**config.mk**
```make
export PLATFORM = sky130hd
export DESIGN_NAME = tcs_top
export DESIGN_NICKNAME = d
export VERILOG_FILES = /design/src/tcs_chan.sv /design/src/tcs_top.sv
export SDC_FILE = /design/constraint.sdc
export NUM_CORES = 1
export LEC_CHECK = 0
export BUFFER_PORTS_ARGS = -buffer_cell sky130_fd_sc_hd__buf_2
export CORE_UTILIZATION = 55
export DETAILED_ROUTE_END_ITERATION = 10
export PLACE_DENSITY = 0.77
export SETUP_SLACK_MARGIN = 0.02
export SLEW_MARGIN = 5
export SYNTH_ARGS = -nofsm -noshare
export SYNTH_HDL_FRONTEND = slang
export SYNTH_SLANG_ARGS = --single-unit
```
**constraint.sdc**
```tcl
create_clock -name ref_clk_i -period 3.24 [get_ports ref_clk_i]
set_clock_uncertainty 0.05 [all_clocks]
set_input_delay 0.162 -clock ref_clk_i [delete_from_list [all_inputs] [get_ports ref_clk_i]]
set_output_delay 0.162 -clock ref_clk_i [all_outputs]
set_load 0.005 [all_outputs]
```
**src/tcs_chan.sv**
```systemverilog
`timescale 1ns/1ps
package tcs_pkg;
  localparam int TCS_NCIRC = 3;
  localparam int TCS_CLK_HZ = 25_000_000;
  localparam int TCS_CHECK_MS = 500;
  localparam int TCS_CHECK_CYC = TCS_CHECK_MS * (TCS_CLK_HZ / 1000);
  localparam logic [5:0] TCS_TWO_IN_CHECKS = 6'h03;
  localparam logic [4:0] TCS_DELAY_MIN_S = 5'h01;
  localparam logic [4:0] TCS_DELAY_MAX_S = 5'h1E;
  localparam logic [4:0] TCS_DELAY_RST_S = 5'h02;
  localparam logic [11:0] TCS_OFS_CTRL = 12'h000;
  localparam logic [11:0] TCS_OFS_ROUTE = 12'h004;
  localparam logic [11:0] TCS_OFS_STATUS = 12'h008;
  localparam logic [11:0] TCS_OFS_ISTAT = 12'h00C;
  localparam logic [11:0] TCS_OFS_IMASK = 12'h010;
  localparam int TCS_CTRL_EN_BIT = 0;
  localparam int TCS_CTRL_TWO_BIT = 1;
  localparam int TCS_CTRL_DLY_LSB = 2;
  localparam int TCS_CTRL_NC_LSB = 8;
  localparam int TCS_ROUTE_BRK_LSB = 3;
  localparam int TCS_ST_MIS_LSB = 3;
  localparam int TCS_ST_OFF_BIT = 6;
  localparam logic TCS_EN_RST = 1'b0;
  localparam logic TCS_TWO_RST = 1'b1;
  localparam logic [1:0] TCS_NC_RST = 2'h1;
endpackage : tcs_pkg

module tcs_chan
  import tcs_pkg::*;
(
  // clock and reset
  input wire logic ref_clk_i,
  input wire logic resetn_i,
  // control
  input wire logic run_i,
  input wire logic two_in_i,
  input wire logic [4:0] delay_s_i,
  input wire logic fault_i,
  input wire logic tick_i,
  // synchronised inputs
  input wire logic trip_side_input_i,
  input wire logic breaker_side_input_i,
  // result
  output logic alarm_o
);
  typedef struct packed {
    logic [5:0] cnt;
    logic alarm;
    logic two_q;
  } tcs_chan_st_t;

  tcs_chan_st_t s_r;
  tcs_chan_st_t s_nxt;

  always_comb
  begin
    logic abn;
    logic [5:0] lim;
    abn = 1'b0;
    lim = TCS_TWO_IN_CHECKS;
    s_nxt = s_r;
    if (two_in_i)
    begin
      abn = !trip_side_input_i && !breaker_side_input_i;
      lim = TCS_TWO_IN_CHECKS;
    end
    else
    begin
      abn = !trip_side_input_i;
      lim = {delay_s_i, 1'b0}; // checks are half a second apart
    end
    if (!run_i)
    begin
      s_nxt = '0;
    end
    else if (fault_i)
    begin
      // trip commands during a fault must not count toward an alarm
      s_nxt.cnt = 6'h00;
    end
    else if (two_in_i != s_r.two_q)
    begin
      // a count begun in one mode must not finish early against the other mode's limit
      s_nxt.cnt = 6'h00;
    end
    else if (tick_i)
    begin
      if (abn != s_r.alarm)
      begin
        if (s_r.cnt + 6'h01 >= lim)
        begin
          s_nxt.alarm = abn;
          s_nxt.cnt = 6'h00;
        end
        else
        begin
          s_nxt.cnt = s_r.cnt + 6'h01;
        end
      end
      else
      begin
        s_nxt.cnt = 6'h00;
      end
    end
    s_nxt.two_q = two_in_i;
  end

  always_ff @(posedge ref_clk_i or negedge resetn_i)
  begin
    if (!resetn_i)
      s_r <= '0;
    else
      s_r <= s_nxt;
  end

  assign alarm_o = s_r.alarm;

  alarm_on_tick_a: assert property (@(posedge ref_clk_i) disable iff (!resetn_i)
    $changed(s_r.alarm) && s_r.alarm |-> $past(tick_i) && $past(run_i) && !$past(fault_i))
    else $error("alarm rose without a check tick");
  off_clears_a: assert property (@(posedge ref_clk_i) disable iff (!resetn_i)
    !run_i |=> !s_r.alarm && s_r.cnt == 6'h00)
    else $error("disabled circuit kept state");
  fault_hold_a: assert property (@(posedge ref_clk_i) disable iff (!resetn_i)
    run_i && fault_i |=> $stable(s_r.alarm) && s_r.cnt == 6'h00)
    else $error("detection ran during a fault");
  two_in_needs3_a: assert property (@(posedge ref_clk_i) disable iff (!resetn_i)
    $rose(s_r.alarm) && $past(two_in_i) |-> $past(s_r.cnt) == 6'h02)
    else $error("two-input alarm without three checks");
endmodule : tcs_chan

```
**src/tcs_top.sv**
```systemverilog
`timescale 1ns/1ps
// How it works
// - each circuit is supervised with one input or with two inputs.
// - missing input routing for the chosen mode flags a per-circuit mismatch alarm.
// - up to three circuits, one per breaker pole, each supervised independently.
// - inputs read high energised, low shorted; H/L, H/H, L/H are normal.
// - two-input mode: both inputs low is the abnormal condition.
// - two-input mode samples both inputs every 500 ms.
// - two-input alarm rises after three consecutive abnormal checks.
// - two-input alarm clears after the same debounce once normal.
// - two-input delay is fixed, about one to one and a half seconds.
// - one-input mode: high is normal, low only expected while tripping.
// - one-input alarm when input stays low longer than the set delay.
// - one-input alarm clears after the same delay once high again.
// - a short trip contact closure gives no alarm.
// - detection is suspended while a system fault is handled.
// - enable setting on or off, default off; off stops supervision.
// - inputs-per-circuit setting selects one or two, default two.
// - one-input delay ranges 1 to 30 seconds, default 2 seconds.
module tcs_top
  import tcs_pkg::*;
#(
  parameter int TICK_CYCLES = TCS_CHECK_CYC
)
(
  // clock and reset
  input wire logic ref_clk_i,
  input wire logic resetn_i,
  // apb slave
  input wire logic psel_i,
  input wire logic penable_i,
  input wire logic pwrite_i,
  input wire logic [11:0] paddr_i,
  input wire logic [31:0] pwdata_i,
  output logic [31:0] prdata_o,
  output logic pready_o,
  output logic pslverr_o,
  // binary inputs, asynchronous
  input wire logic [2:0] trip_side_input_i,
  input wire logic [2:0] breaker_side_input_i,
  input wire logic system_fault_i,
  // indications
  output logic [2:0] trip_fail_o,
  output logic [2:0] routing_mismatch_alarm_o,
  output logic supervision_off_o,
  output logic irq_o
);
  typedef struct packed {
    logic [2:0] trip_m;
    logic [2:0] trip_s;
    logic [2:0] brk_m;
    logic [2:0] brk_s;
    logic fault_m;
    logic fault_s;
    logic [23:0] tick_cnt;
    logic tick;
    logic supervision_enable;
    logic two_inputs;
    logic [4:0] delay_s;
    logic [1:0] circuits;
    logic [2:0] route_trip;
    logic [2:0] route_brk;
    logic [5:0] istat;
    logic [5:0] imask;
    logic pready;
    logic pslverr;
    logic [31:0] prdata;
    logic [2:0] fail;
    logic [2:0] mism;
    logic off;
    logic irq;
  } tcs_top_st_t;

  tcs_top_st_t s_r;
  tcs_top_st_t s_nxt;
  logic [2:0] chan_alarm;
  logic [2:0] chan_run;
  logic [2:0] mism_now;

  // decodes a register offset to a hit
  function automatic logic addr_hit(input logic [11:0] a, input logic [11:0] ofs);
    addr_hit = (a == ofs);
  endfunction : addr_hit

  // clamps a delay write into the legal range
  function automatic logic [4:0] clamp_delay(input logic [4:0] d);
    if (d < TCS_DELAY_MIN_S)
      clamp_delay = TCS_DELAY_MIN_S;
    else if (d > TCS_DELAY_MAX_S)
      clamp_delay = TCS_DELAY_MAX_S;
    else
      clamp_delay = d;
  endfunction : clamp_delay

  genvar gi;
  generate
    for (gi = 0; gi < TCS_NCIRC; gi++)
    begin : g_circ
      logic used;
      assign used = (2'(gi) < s_r.circuits);
      // a circuit lacking its inputs is blocked, not supervised
      assign mism_now[gi] = s_r.supervision_enable && used &&
        (!s_r.route_trip[gi] || (s_r.two_inputs && !s_r.route_brk[gi]));
      assign chan_run[gi] = s_r.supervision_enable && used && !mism_now[gi];

      tcs_chan u_chan (
        .ref_clk_i(ref_clk_i),
        .resetn_i(resetn_i),
        .run_i(chan_run[gi]),
        .two_in_i(s_r.two_inputs),
        .delay_s_i(s_r.delay_s),
        .fault_i(s_r.fault_s),
        .tick_i(s_r.tick),
        .trip_side_input_i(s_r.trip_s[gi]),
        .breaker_side_input_i(s_r.brk_s[gi]),
        .alarm_o(chan_alarm[gi])
      );
    end
  endgenerate

  always_comb
  begin
    logic setup;
    logic done;
    logic [5:0] ev;
    logic [5:0] clr;
    logic [31:0] rd;
    logic hit;
    setup = 1'b0;
    done = 1'b0;
    ev = '0;
    clr = '0;
    rd = 32'h0000_0000;
    hit = 1'b0;
    s_nxt = s_r;

    // pins pass two flops before use
    s_nxt.trip_m = trip_side_input_i;
    s_nxt.trip_s = s_r.trip_m;
    s_nxt.brk_m = breaker_side_input_i;
    s_nxt.brk_s = s_r.brk_m;
    s_nxt.fault_m = system_fault_i;
    s_nxt.fault_s = s_r.fault_m;

    // periodic check tick; held in reset while off so timing restarts cleanly
    s_nxt.tick = 1'b0;
    if (!s_r.supervision_enable)
    begin
      s_nxt.tick_cnt = 24'h00_0000;
    end
    else if (s_r.tick_cnt >= 24'(TICK_CYCLES - 1))
    begin
      s_nxt.tick_cnt = 24'h00_0000;
      s_nxt.tick = 1'b1;
    end
    else
    begin
      s_nxt.tick_cnt = s_r.tick_cnt + 24'h00_0001;
    end

    // apb: one wait-free access phase, answered from a flop
    setup = psel_i && !penable_i;
    done = psel_i && penable_i && s_r.pready;
    s_nxt.pready = setup;
    if (setup)
    begin
      hit = addr_hit(paddr_i, TCS_OFS_CTRL) || addr_hit(paddr_i, TCS_OFS_ROUTE) ||
        addr_hit(paddr_i, TCS_OFS_STATUS) || addr_hit(paddr_i, TCS_OFS_ISTAT) ||
        addr_hit(paddr_i, TCS_OFS_IMASK);
      if (addr_hit(paddr_i, TCS_OFS_CTRL))
      begin
        rd[TCS_CTRL_EN_BIT] = s_r.supervision_enable;
        rd[TCS_CTRL_TWO_BIT] = s_r.two_inputs;
        rd[TCS_CTRL_DLY_LSB +: 5] = s_r.delay_s;
        rd[TCS_CTRL_NC_LSB +: 2] = s_r.circuits;
      end
      else if (addr_hit(paddr_i, TCS_OFS_ROUTE))
      begin
        rd[2:0] = s_r.route_trip;
        rd[TCS_ROUTE_BRK_LSB +: 3] = s_r.route_brk;
      end
      else if (addr_hit(paddr_i, TCS_OFS_STATUS))
      begin
        rd[2:0] = s_r.fail;
        rd[TCS_ST_MIS_LSB +: 3] = s_r.mism;
        rd[TCS_ST_OFF_BIT] = s_r.off;
      end
      else if (addr_hit(paddr_i, TCS_OFS_ISTAT))
      begin
        rd[5:0] = s_r.istat;
      end
      else if (addr_hit(paddr_i, TCS_OFS_IMASK))
      begin
        rd[5:0] = s_r.imask;
      end
      s_nxt.prdata = rd;
      s_nxt.pslverr = !hit;
    end
    else if (done)
    begin
      s_nxt.pslverr = 1'b0;
    end

    if (done && pwrite_i && !s_r.pslverr)
    begin
      if (addr_hit(paddr_i, TCS_OFS_CTRL))
      begin
        s_nxt.supervision_enable = pwdata_i[TCS_CTRL_EN_BIT];
        s_nxt.two_inputs = pwdata_i[TCS_CTRL_TWO_BIT];
        s_nxt.delay_s = clamp_delay(pwdata_i[TCS_CTRL_DLY_LSB +: 5]);
        s_nxt.circuits = pwdata_i[TCS_CTRL_NC_LSB +: 2];
      end
      if (addr_hit(paddr_i, TCS_OFS_ROUTE))
      begin
        s_nxt.route_trip = pwdata_i[2:0];
        s_nxt.route_brk = pwdata_i[TCS_ROUTE_BRK_LSB +: 3];
      end
      if (addr_hit(paddr_i, TCS_OFS_ISTAT))
      begin
        clr = pwdata_i[5:0];
      end
      if (addr_hit(paddr_i, TCS_OFS_IMASK))
      begin
        s_nxt.imask = pwdata_i[5:0];
      end
    end

    // indications; events are rising alarms, and a new event beats a clear
    s_nxt.fail = chan_alarm;
    s_nxt.mism = mism_now;
    s_nxt.off = !s_r.supervision_enable;
    ev = {mism_now & ~s_r.mism, chan_alarm & ~s_r.fail};
    s_nxt.istat = (s_r.istat & ~clr) | ev;
    s_nxt.irq = |(s_nxt.istat & s_r.imask);
  end

  always_ff @(posedge ref_clk_i or negedge resetn_i)
  begin
    if (!resetn_i)
    begin
      s_r <= '0;
      s_r.supervision_enable <= TCS_EN_RST;
      s_r.two_inputs <= TCS_TWO_RST;
      s_r.delay_s <= TCS_DELAY_RST_S;
      s_r.circuits <= TCS_NC_RST;
      s_r.off <= 1'b1;
    end
    else
    begin
      s_r <= s_nxt;
    end
  end

  assign prdata_o = s_r.prdata;
  assign pready_o = s_r.pready;
  assign pslverr_o = s_r.pslverr;
  assign trip_fail_o = s_r.fail;
  assign routing_mismatch_alarm_o = s_r.mism;
  assign supervision_off_o = s_r.off;
  assign irq_o = s_r.irq;

  mismatch_flag_a: assert property (@(posedge ref_clk_i) disable iff (!resetn_i)
    s_r.supervision_enable && s_r.circuits != 2'h0 && !s_r.route_trip[0] |=> routing_mismatch_alarm_o[0])
    else $error("missing routing not flagged");
  off_quiet_a: assert property (@(posedge ref_clk_i) disable iff (!resetn_i)
    !s_r.supervision_enable [*3] |-> trip_fail_o == 3'h0 && supervision_off_o)
    else $error("alarm while supervision off");
  tick_period_a: assert property (@(posedge ref_clk_i) disable iff (!resetn_i)
    s_r.tick |-> s_r.tick_cnt == 24'h00_0000 && $past(s_r.tick_cnt) == 24'(TICK_CYCLES - 1))
    else $error("check tick off period");
  delay_range_a: assert property (@(posedge ref_clk_i) disable iff (!resetn_i)
    s_r.delay_s >= TCS_DELAY_MIN_S && s_r.delay_s <= TCS_DELAY_MAX_S)
    else $error("alarm delay out of range");
  blocked_idle_a: assert property (@(posedge ref_clk_i) disable iff (!resetn_i)
    !chan_run[1] ##1 !chan_run[1] |=> !trip_fail_o[1])
    else $error("blocked circuit raised an alarm");
  function automatic logic clr_seen();
    clr_seen = psel_i && penable_i && pwrite_i && addr_hit(paddr_i, TCS_OFS_ISTAT);
  endfunction : clr_seen

  irq_level_a: assert property (@(posedge ref_clk_i) disable iff (!resetn_i)
    |(s_r.istat & s_r.imask) |=> irq_o || $past(clr_seen()))
    else $error("irq missing for unmasked status");

  fail_seen_c: cover property (@(posedge ref_clk_i) disable iff (!resetn_i) $rose(trip_fail_o[0]));
  fail_clr_c: cover property (@(posedge ref_clk_i) disable iff (!resetn_i) $fell(trip_fail_o[0]));
  mism_c: cover property (@(posedge ref_clk_i) disable iff (!resetn_i) $rose(routing_mismatch_alarm_o[2]));
  irq_c: cover property (@(posedge ref_clk_i) disable iff (!resetn_i) $rose(irq_o));
endmodule : tcs_top

```
==> run metrics, run 1 <==
most common cell after layout, fill and taps aside=dfrtp_1; dpl hpwl=7611 µm; Place WS=524.0 ps; most frequent CP cell=o21ai_0; Worst Path Required=3460 ps; worst path bufs/invs=1; Slew @ Worst Pin=1017 ps; Startpoint Class=flip-flop; status=finished clean; TritonCTS clock tree=yes; Most used DFF post-synth=dfrtp_1; clock slew at reported path FFs=100 ps; Layout area overhead=8.970%; Detail Route Antenna Nets=0; Top Ports=98; CTS H-Tree Depth=3; power density cells=404.9 mW/mm²; most frequent cells in the layout=103 x dfrtp_1, 50 x buf_2, 43 x nand2_1, 43 x nor2_1, 29 x nand3_1; Setup TNS=0 ps; Hold Path Class=input pin to flip-flop; Critical-path top delay cell=dfstp_2; final worst setup slack=512.5 ps; grt ovf=0; Die X=102.6 µm; Design Power=2.455 mW; CP Cell Sequence=inv_2 -> nand2_1 -> ha_1 -> a21o_1 -> a31oi_1 -> o21ai_0 -> or4_1 -> o21ai_0; first-pass GRT wire length=17560 µm; Post-synth EDFFs=0; Async SR Flop Fraction=1.000; all-layer global routing usage=0.2185; Iter 0 DRT Violations=188; CP Class=flip-flop to flip-flop; drt total wl=10600 µm; VDD IR max=0.3087 mV; CTS sink cnt=107; Port Buffers=51; synthesized area=0.005565 mm²; DRC violations left=0; Placer Congestion=0.9232; initial antenna violation count=0; hold buffer count at cts=12; row cnt=36; pin count of the biggest net entering global routing=83; maximum clock frequency=0.3666 GHz; min Tclk post-route=2727 ps; RSZ-0062 raised after global routing=no; final setup vio count=0; CP max FO=12; Seq/Total Area, Yosys=0.4820; Pre-antenna DRT Iters=4; ANT cells=0; post-synth cell types=58; nets=657; TritonCTS buffer count=9; Tcrit/Tclk final=0.8418; number of synthesized register bits=107; post-DR vias/cell=5.481; slew margin rel.=0.3221; DR vias=3930; Post-Synthesis Cells=531; postcts setup bufs=0; Critical Path End Type=flip-flop; Routed WL per cell=14.78 µm; WP data arrival=2950 ps; YS warnings=0; layout cell share with drive strength beyond 1=0.1866; vias in the first global route=3751; post_cts resized=0; Pleak=2.933 nW; chip height=102.6 µm; critical path's top delay family=simple AND/OR/NAND/NOR gates; CP peak stage delay=730 ps; Initial Utilization=0.5694; Max Slew Vio Count=0; Max-cap violations=0; die area=0.01052 mm²; Core Box Area=0.009774 mm²; clk_lat worst skew=370 ps; Mean Syn Cell Area=10.48 µm²; root buf cell=clkbuf_8; CTS Buffer Depth=2; final hold vios=0
-- flip-flops by register name, summed over array words and instances (netlist names) --
name                      cells
g_circ.u_chan.s_r            19
pslverr_o                     1
g_circ.u_chan.alarm_o         3
s_nxt                         7
irq_o                         1
routing_mismatch_alarm_o      3
trip_fail_o                   3
s_r                          59
pready_o                      1
prdata_o                      9
supervision_off_o             1
-- where the power goes --
part,leakage [nW],internal (mW),switching [mW]
Clock,0.106,0.423,0.436
Combinational,1.42,0.0707,0.0982
Sequential,1.41,1.38,0.0505
Total,2.93,1.87,0.584
-- logic make-up (layout without fill, tap and decap cells) --
kind of cell    Yosys count  after routing  synth area share
simple gates            188            188            0.1848
mux                      25             25           0.04901
other cells               1             23         0.0006738
buf+inv                  63             94           0.07239
fa+ha+maj                22             22           0.04946
flops                   107            107            0.4820
compound gates           88             88            0.1034
xor+xnor                 37             37           0.05823
-- final cells by class --
type	instances	area, µm²
clock buffers	13	168.9
clock inverters	3	46.29
fillers	810	3710
inverters	14	52.55
multi-input cells	383	2562
flip-flops and latches	107	2683
well taps	133	166.4
repair buffers	64	385.4
-- layer usage --
metal	vias up	track usage	wire length, µm
li1	1879	-	-
met1	1934	0.2782	4756
met2	102	0.3723	5267
met3	15	0.04610	437
met4	0	0.07143	133
met5	-	0	0
-- worst paths after layout --
check	slack [ps]	end	from	depth (start not counted)
max	510	g_circ[2].u_chan.s_r[7]	s_r[67]	8
min	30	s_r[50]	pwdata_i[2]	2
max reg2reg	510	g_circ[2].u_chan.s_r[7]	s_r[67]	8
min reg2reg	290	s_r[96]	s_nxt[96]	0
max in group asynchronous	1780	s_r[46]	resetn_i	3
min in group asynchronous	440	g_circ[2].u_chan.s_r[2]	resetn_i	2
-- synth_stat cells (2+ instances only) --
cell / count / area [µm²]
nand3_1: 29 / 145.1
o21ai_0: 27 / 135.1
buf_2: 4 / 20.02
inv_1: 13 / 48.80
and3_1: 10 / 62.56
xnor2_1: 15 / 131.4
nand2_1: 43 / 161.4
nor4_2: 2 / 25.02
nand4_1: 6 / 37.54
clkbuf_1: 4 / 15.01
ha_1: 22 / 275.3
dfrtp_1: 103 / 2577
mux2_2: 16 / 180.2
a31oi_1: 5 / 31.28
buf_4: 39 / 292.8
and3b_1: 2 / 17.52
nor2_1: 43 / 161.4
buf_6: 2 / 22.52
a221o_1: 2 / 20.02
xor2_1: 22 / 192.7
a21o_1: 8 / 60.06
nand2b_1: 10 / 62.56
a32o_1: 5 / 50.05
dfstp_2: 4 / 105.1
nor2b_1: 6 / 37.54
nor4b_1: 2 / 17.52
or2_2: 2 / 12.51
a21oi_1: 21 / 105.1
mux2i_1: 7 / 70.07
nor2_4: 10 / 112.6
and2_1: 5 / 31.28
a22o_1: 4 / 35.03
a221oi_1: 6 / 52.55
mux2_1: 2 / 22.52
or4_1: 3 / 22.52
nor3_1: 5 / 25.02
-- per-stage QoR --
stage / area (µm²) / cells / hold slack [ps] / utilization
2_1_floorplan: 5648 / 553 / -183.6 / -
3_3_place_gp: 5729 / 689 / 219.2 / 0.5862
3_5_place_dp: 5729 / 689 / 221.3 / 0.5862
4_1_cts: 6065 / 717 / 13.14 / 0.6205
5_1_grt: 6065 / 717 / 17.41 / 0.6205
6_report: 6065 / 717 / 25.16 / 0.6205
-- worst register-to-register path: stages (launching register included) --
cell and delay, ps:
dfstp_2 730, inv_2 120, nand2_1 170, ha_1 280, a21o_1 180, a31oi_1 130
o21ai_0 160, or4_1 610, o21ai_0 210
Power figures use the tool's default switching activity.
==> run 2: changes to the inputs <==
==> constraint.sdc (replaced) <==
create_clock -name ref_clk_i -period 2.55 [get_ports ref_clk_i]
set_clock_uncertainty 0.05 [all_clocks]
set_input_delay 0.1275 -clock ref_clk_i [delete_from_list [all_inputs] [get_ports ref_clk_i]]
set_output_delay 0.1275 -clock ref_clk_i [all_outputs]
set_load 0.005 [all_outputs]
==> run 2 against run 1 <==
Via count increased by 2.8%. Cell count increased by 3.2%. Worst hold slack improved by 19 ps. Critical path depth increased by 2. Design area increased by 4.8%. Core utilization increased by 3.0 points. Sequential share of layout area decreased by 2.0 points. Register-to-register slack got worse by 410 ps. Die area unchanged. Critical endpoint is now g_circ[2].u_chan.s_r[5]. Largest cell class unchanged. Highest routed layer unchanged.
==> run metrics, run 2 (synthesis results as in run 1) <==
Port Buffers=51; CP peak stage delay=550 ps; die area=0.01052 mm²; Design Area, Final=0.006356 mm²; most frequent CP cell=o21ai_1; grt ovf=0; nets=680; root buf cell=clkbuf_8; dpl hpwl=8279 µm; Tcrit/Tclk final=0.9580; Die X=102.6 µm; clk_lat worst skew=390 ps; status=finished clean; most frequent cells in the layout=103 x dfrtp_1, 50 x buf_2, 43 x nand2_1, 43 x nor2_1, 27 x nand3_1; CTS sink cnt=107; WP data arrival=2700 ps; hold_sp=pwdata_i[4]; chip height=102.6 µm; vias in the first global route=3928; Reg2Reg Launch Point=g_circ[2].u_chan.s_r[2]; pin count of the biggest net entering global routing=49; Max-cap violations=0; slew margin rel.=0.5332; Initial Utilization=0.5694; Routed WL per cell=15.95 µm; layout cell share with drive strength beyond 1=0.2389; CP startpoint=g_circ[2].u_chan.s_r[2]; final hold vios=0; ANT cells=0; first-pass GRT wire length=18490 µm; drt total wl=11800 µm; Core Box Area=0.009774 mm²; Critical Path End Type=flip-flop; CP max FO=6; final setup vio count=0; Setup TNS=0 ps; post-DR vias/cell=5.461; Placer Congestion=0.8901; power density cells=505.5 mW/mm²; TritonCTS clock tree=yes; Max Slew Vio Count=0; Worst Path Required=2810 ps; VDD IR max=0.4009 mV; all-layer global routing usage=0.2322; most common cell after layout, fill and taps aside=dfrtp_1; Area after DPL=0.005832 mm²; CTS Buffer Depth=2; Pre-antenna DRT Iters=4; Pleak=3.074 nW; Slew @ Worst Pin=694.8 ps; DRC violations left=0; Design Power=3.213 mW; Iter 0 DRT Violations=147; row cnt=36; Largest register FFs=59; clock slew at reported path FFs=100 ps; CP Cell Sequence=and3_4 -> nand3_4 -> xor2_2 -> inv_1 -> ha_4 -> a21o_1 -> a31oi_1 -> o21ai_1 -> or4_4 -> o21ai_1; CTS H-Tree Depth=3; Critical-path top delay cell=or4_4; DR vias=4041; maximum clock frequency=0.4093 GHz; initial antenna violation count=0; TritonCTS buffer count=9; Hold Path Class=input pin to flip-flop; Startpoint Class=flip-flop; CP Class=flip-flop to flip-flop; RSZ-0062 raised after global routing=yes; Top Ports=98; Layout area overhead=14.21%; Detail Route Antenna Nets=0; Biggest register=s_r; min Tclk post-route=2443 ps
-- run 2: cell types whose count changed in the layout (fill, tap and decap cells not counted), moves of 3 or more --
cell / previous run / this run
buf_4: 2 / 21
o21ai_0: 27 / 15
o21ai_1: 0 / 8
o21ai_2: 1 / 5
dlygate4sd3_1: 12 / 15
-- run 2: worst max-delay path: cells and delay by family (launching register included) --
kind	cells	cell delay, ps
and+or+nand+nor	3	840
AOI/OAI and AO/OA	4	550
DFF	1	400
adders and majority gates	1	230
xor gates and xnor gates	1	200
buffers and inverters	1	100
-- run 2: report_power, final --
part | total (mW) | internal (mW) | leakage [nW] | switching (mW)
clock network | 1.17 | 0.582 | 0.117 | 0.592
registers | 1.81 | 1.75 | 1.41 | 0.0614
logic | 0.227 | 0.0961 | 1.55 | 0.131
-- run 2: final timing paths --
check	to	slack [ps]	depth (start not counted)
max	g_circ[2].u_chan.s_r[5]	110	10
min	s_r[55]	40	2
max reg2reg	g_circ[2].u_chan.s_r[5]	110	10
min reg2reg	s_r[94]	310	0
max in group asynchronous	s_r[60]	1420	3
min in group asynchronous	prdata_o[3]	240	2
-- run 2: layer usage --
layer	global-route usage	wire [µm]	up-vias
met4	0.08901	286	0
met1	0.2960	5153	1978
met5	0	0	-
met2	0.3959	5936	108
li1	-	-	1929
met3	0.04000	426	26
-- run 2: repair_timing --
item                                    in CTS  in global routing
pin swaps                                    1                  8
endpoints found under the setup margin      11                 12
buffers inserted                             5                  3
gates cloned                                 0                  0
hold endpoints to repair                    61                  0
hold buffers                                15                  0
gates resized for setup                      4                 24
-- run 2: through the flow --
step / std cells / util / worst slack, ps / hold slack (ps)
after detailed placement: 701 / 0.5966 / -76.74 / 144.3
after CTS: 737 / 0.6399 / 25.92 / 22.71
after global placement: 701 / 0.5966 / 33.49 / 139.2
after global routing: 740 / 0.6503 / -33.20 / 34.63
after floorplan: 553 / - / 151.5 / -218.1
final: 740 / 0.6503 / 107.0 / 43.84
-- run 2: cell type report --
cell class	instances	area, µm²
fillers	790	3418
flip-flops and latches	107	2683
multi-input cells	383	2651
repair buffers	87	578.1
well taps	133	166.4
clock buffers	10	137.6
clock inverters	6	87.58
inverters	14	52.55
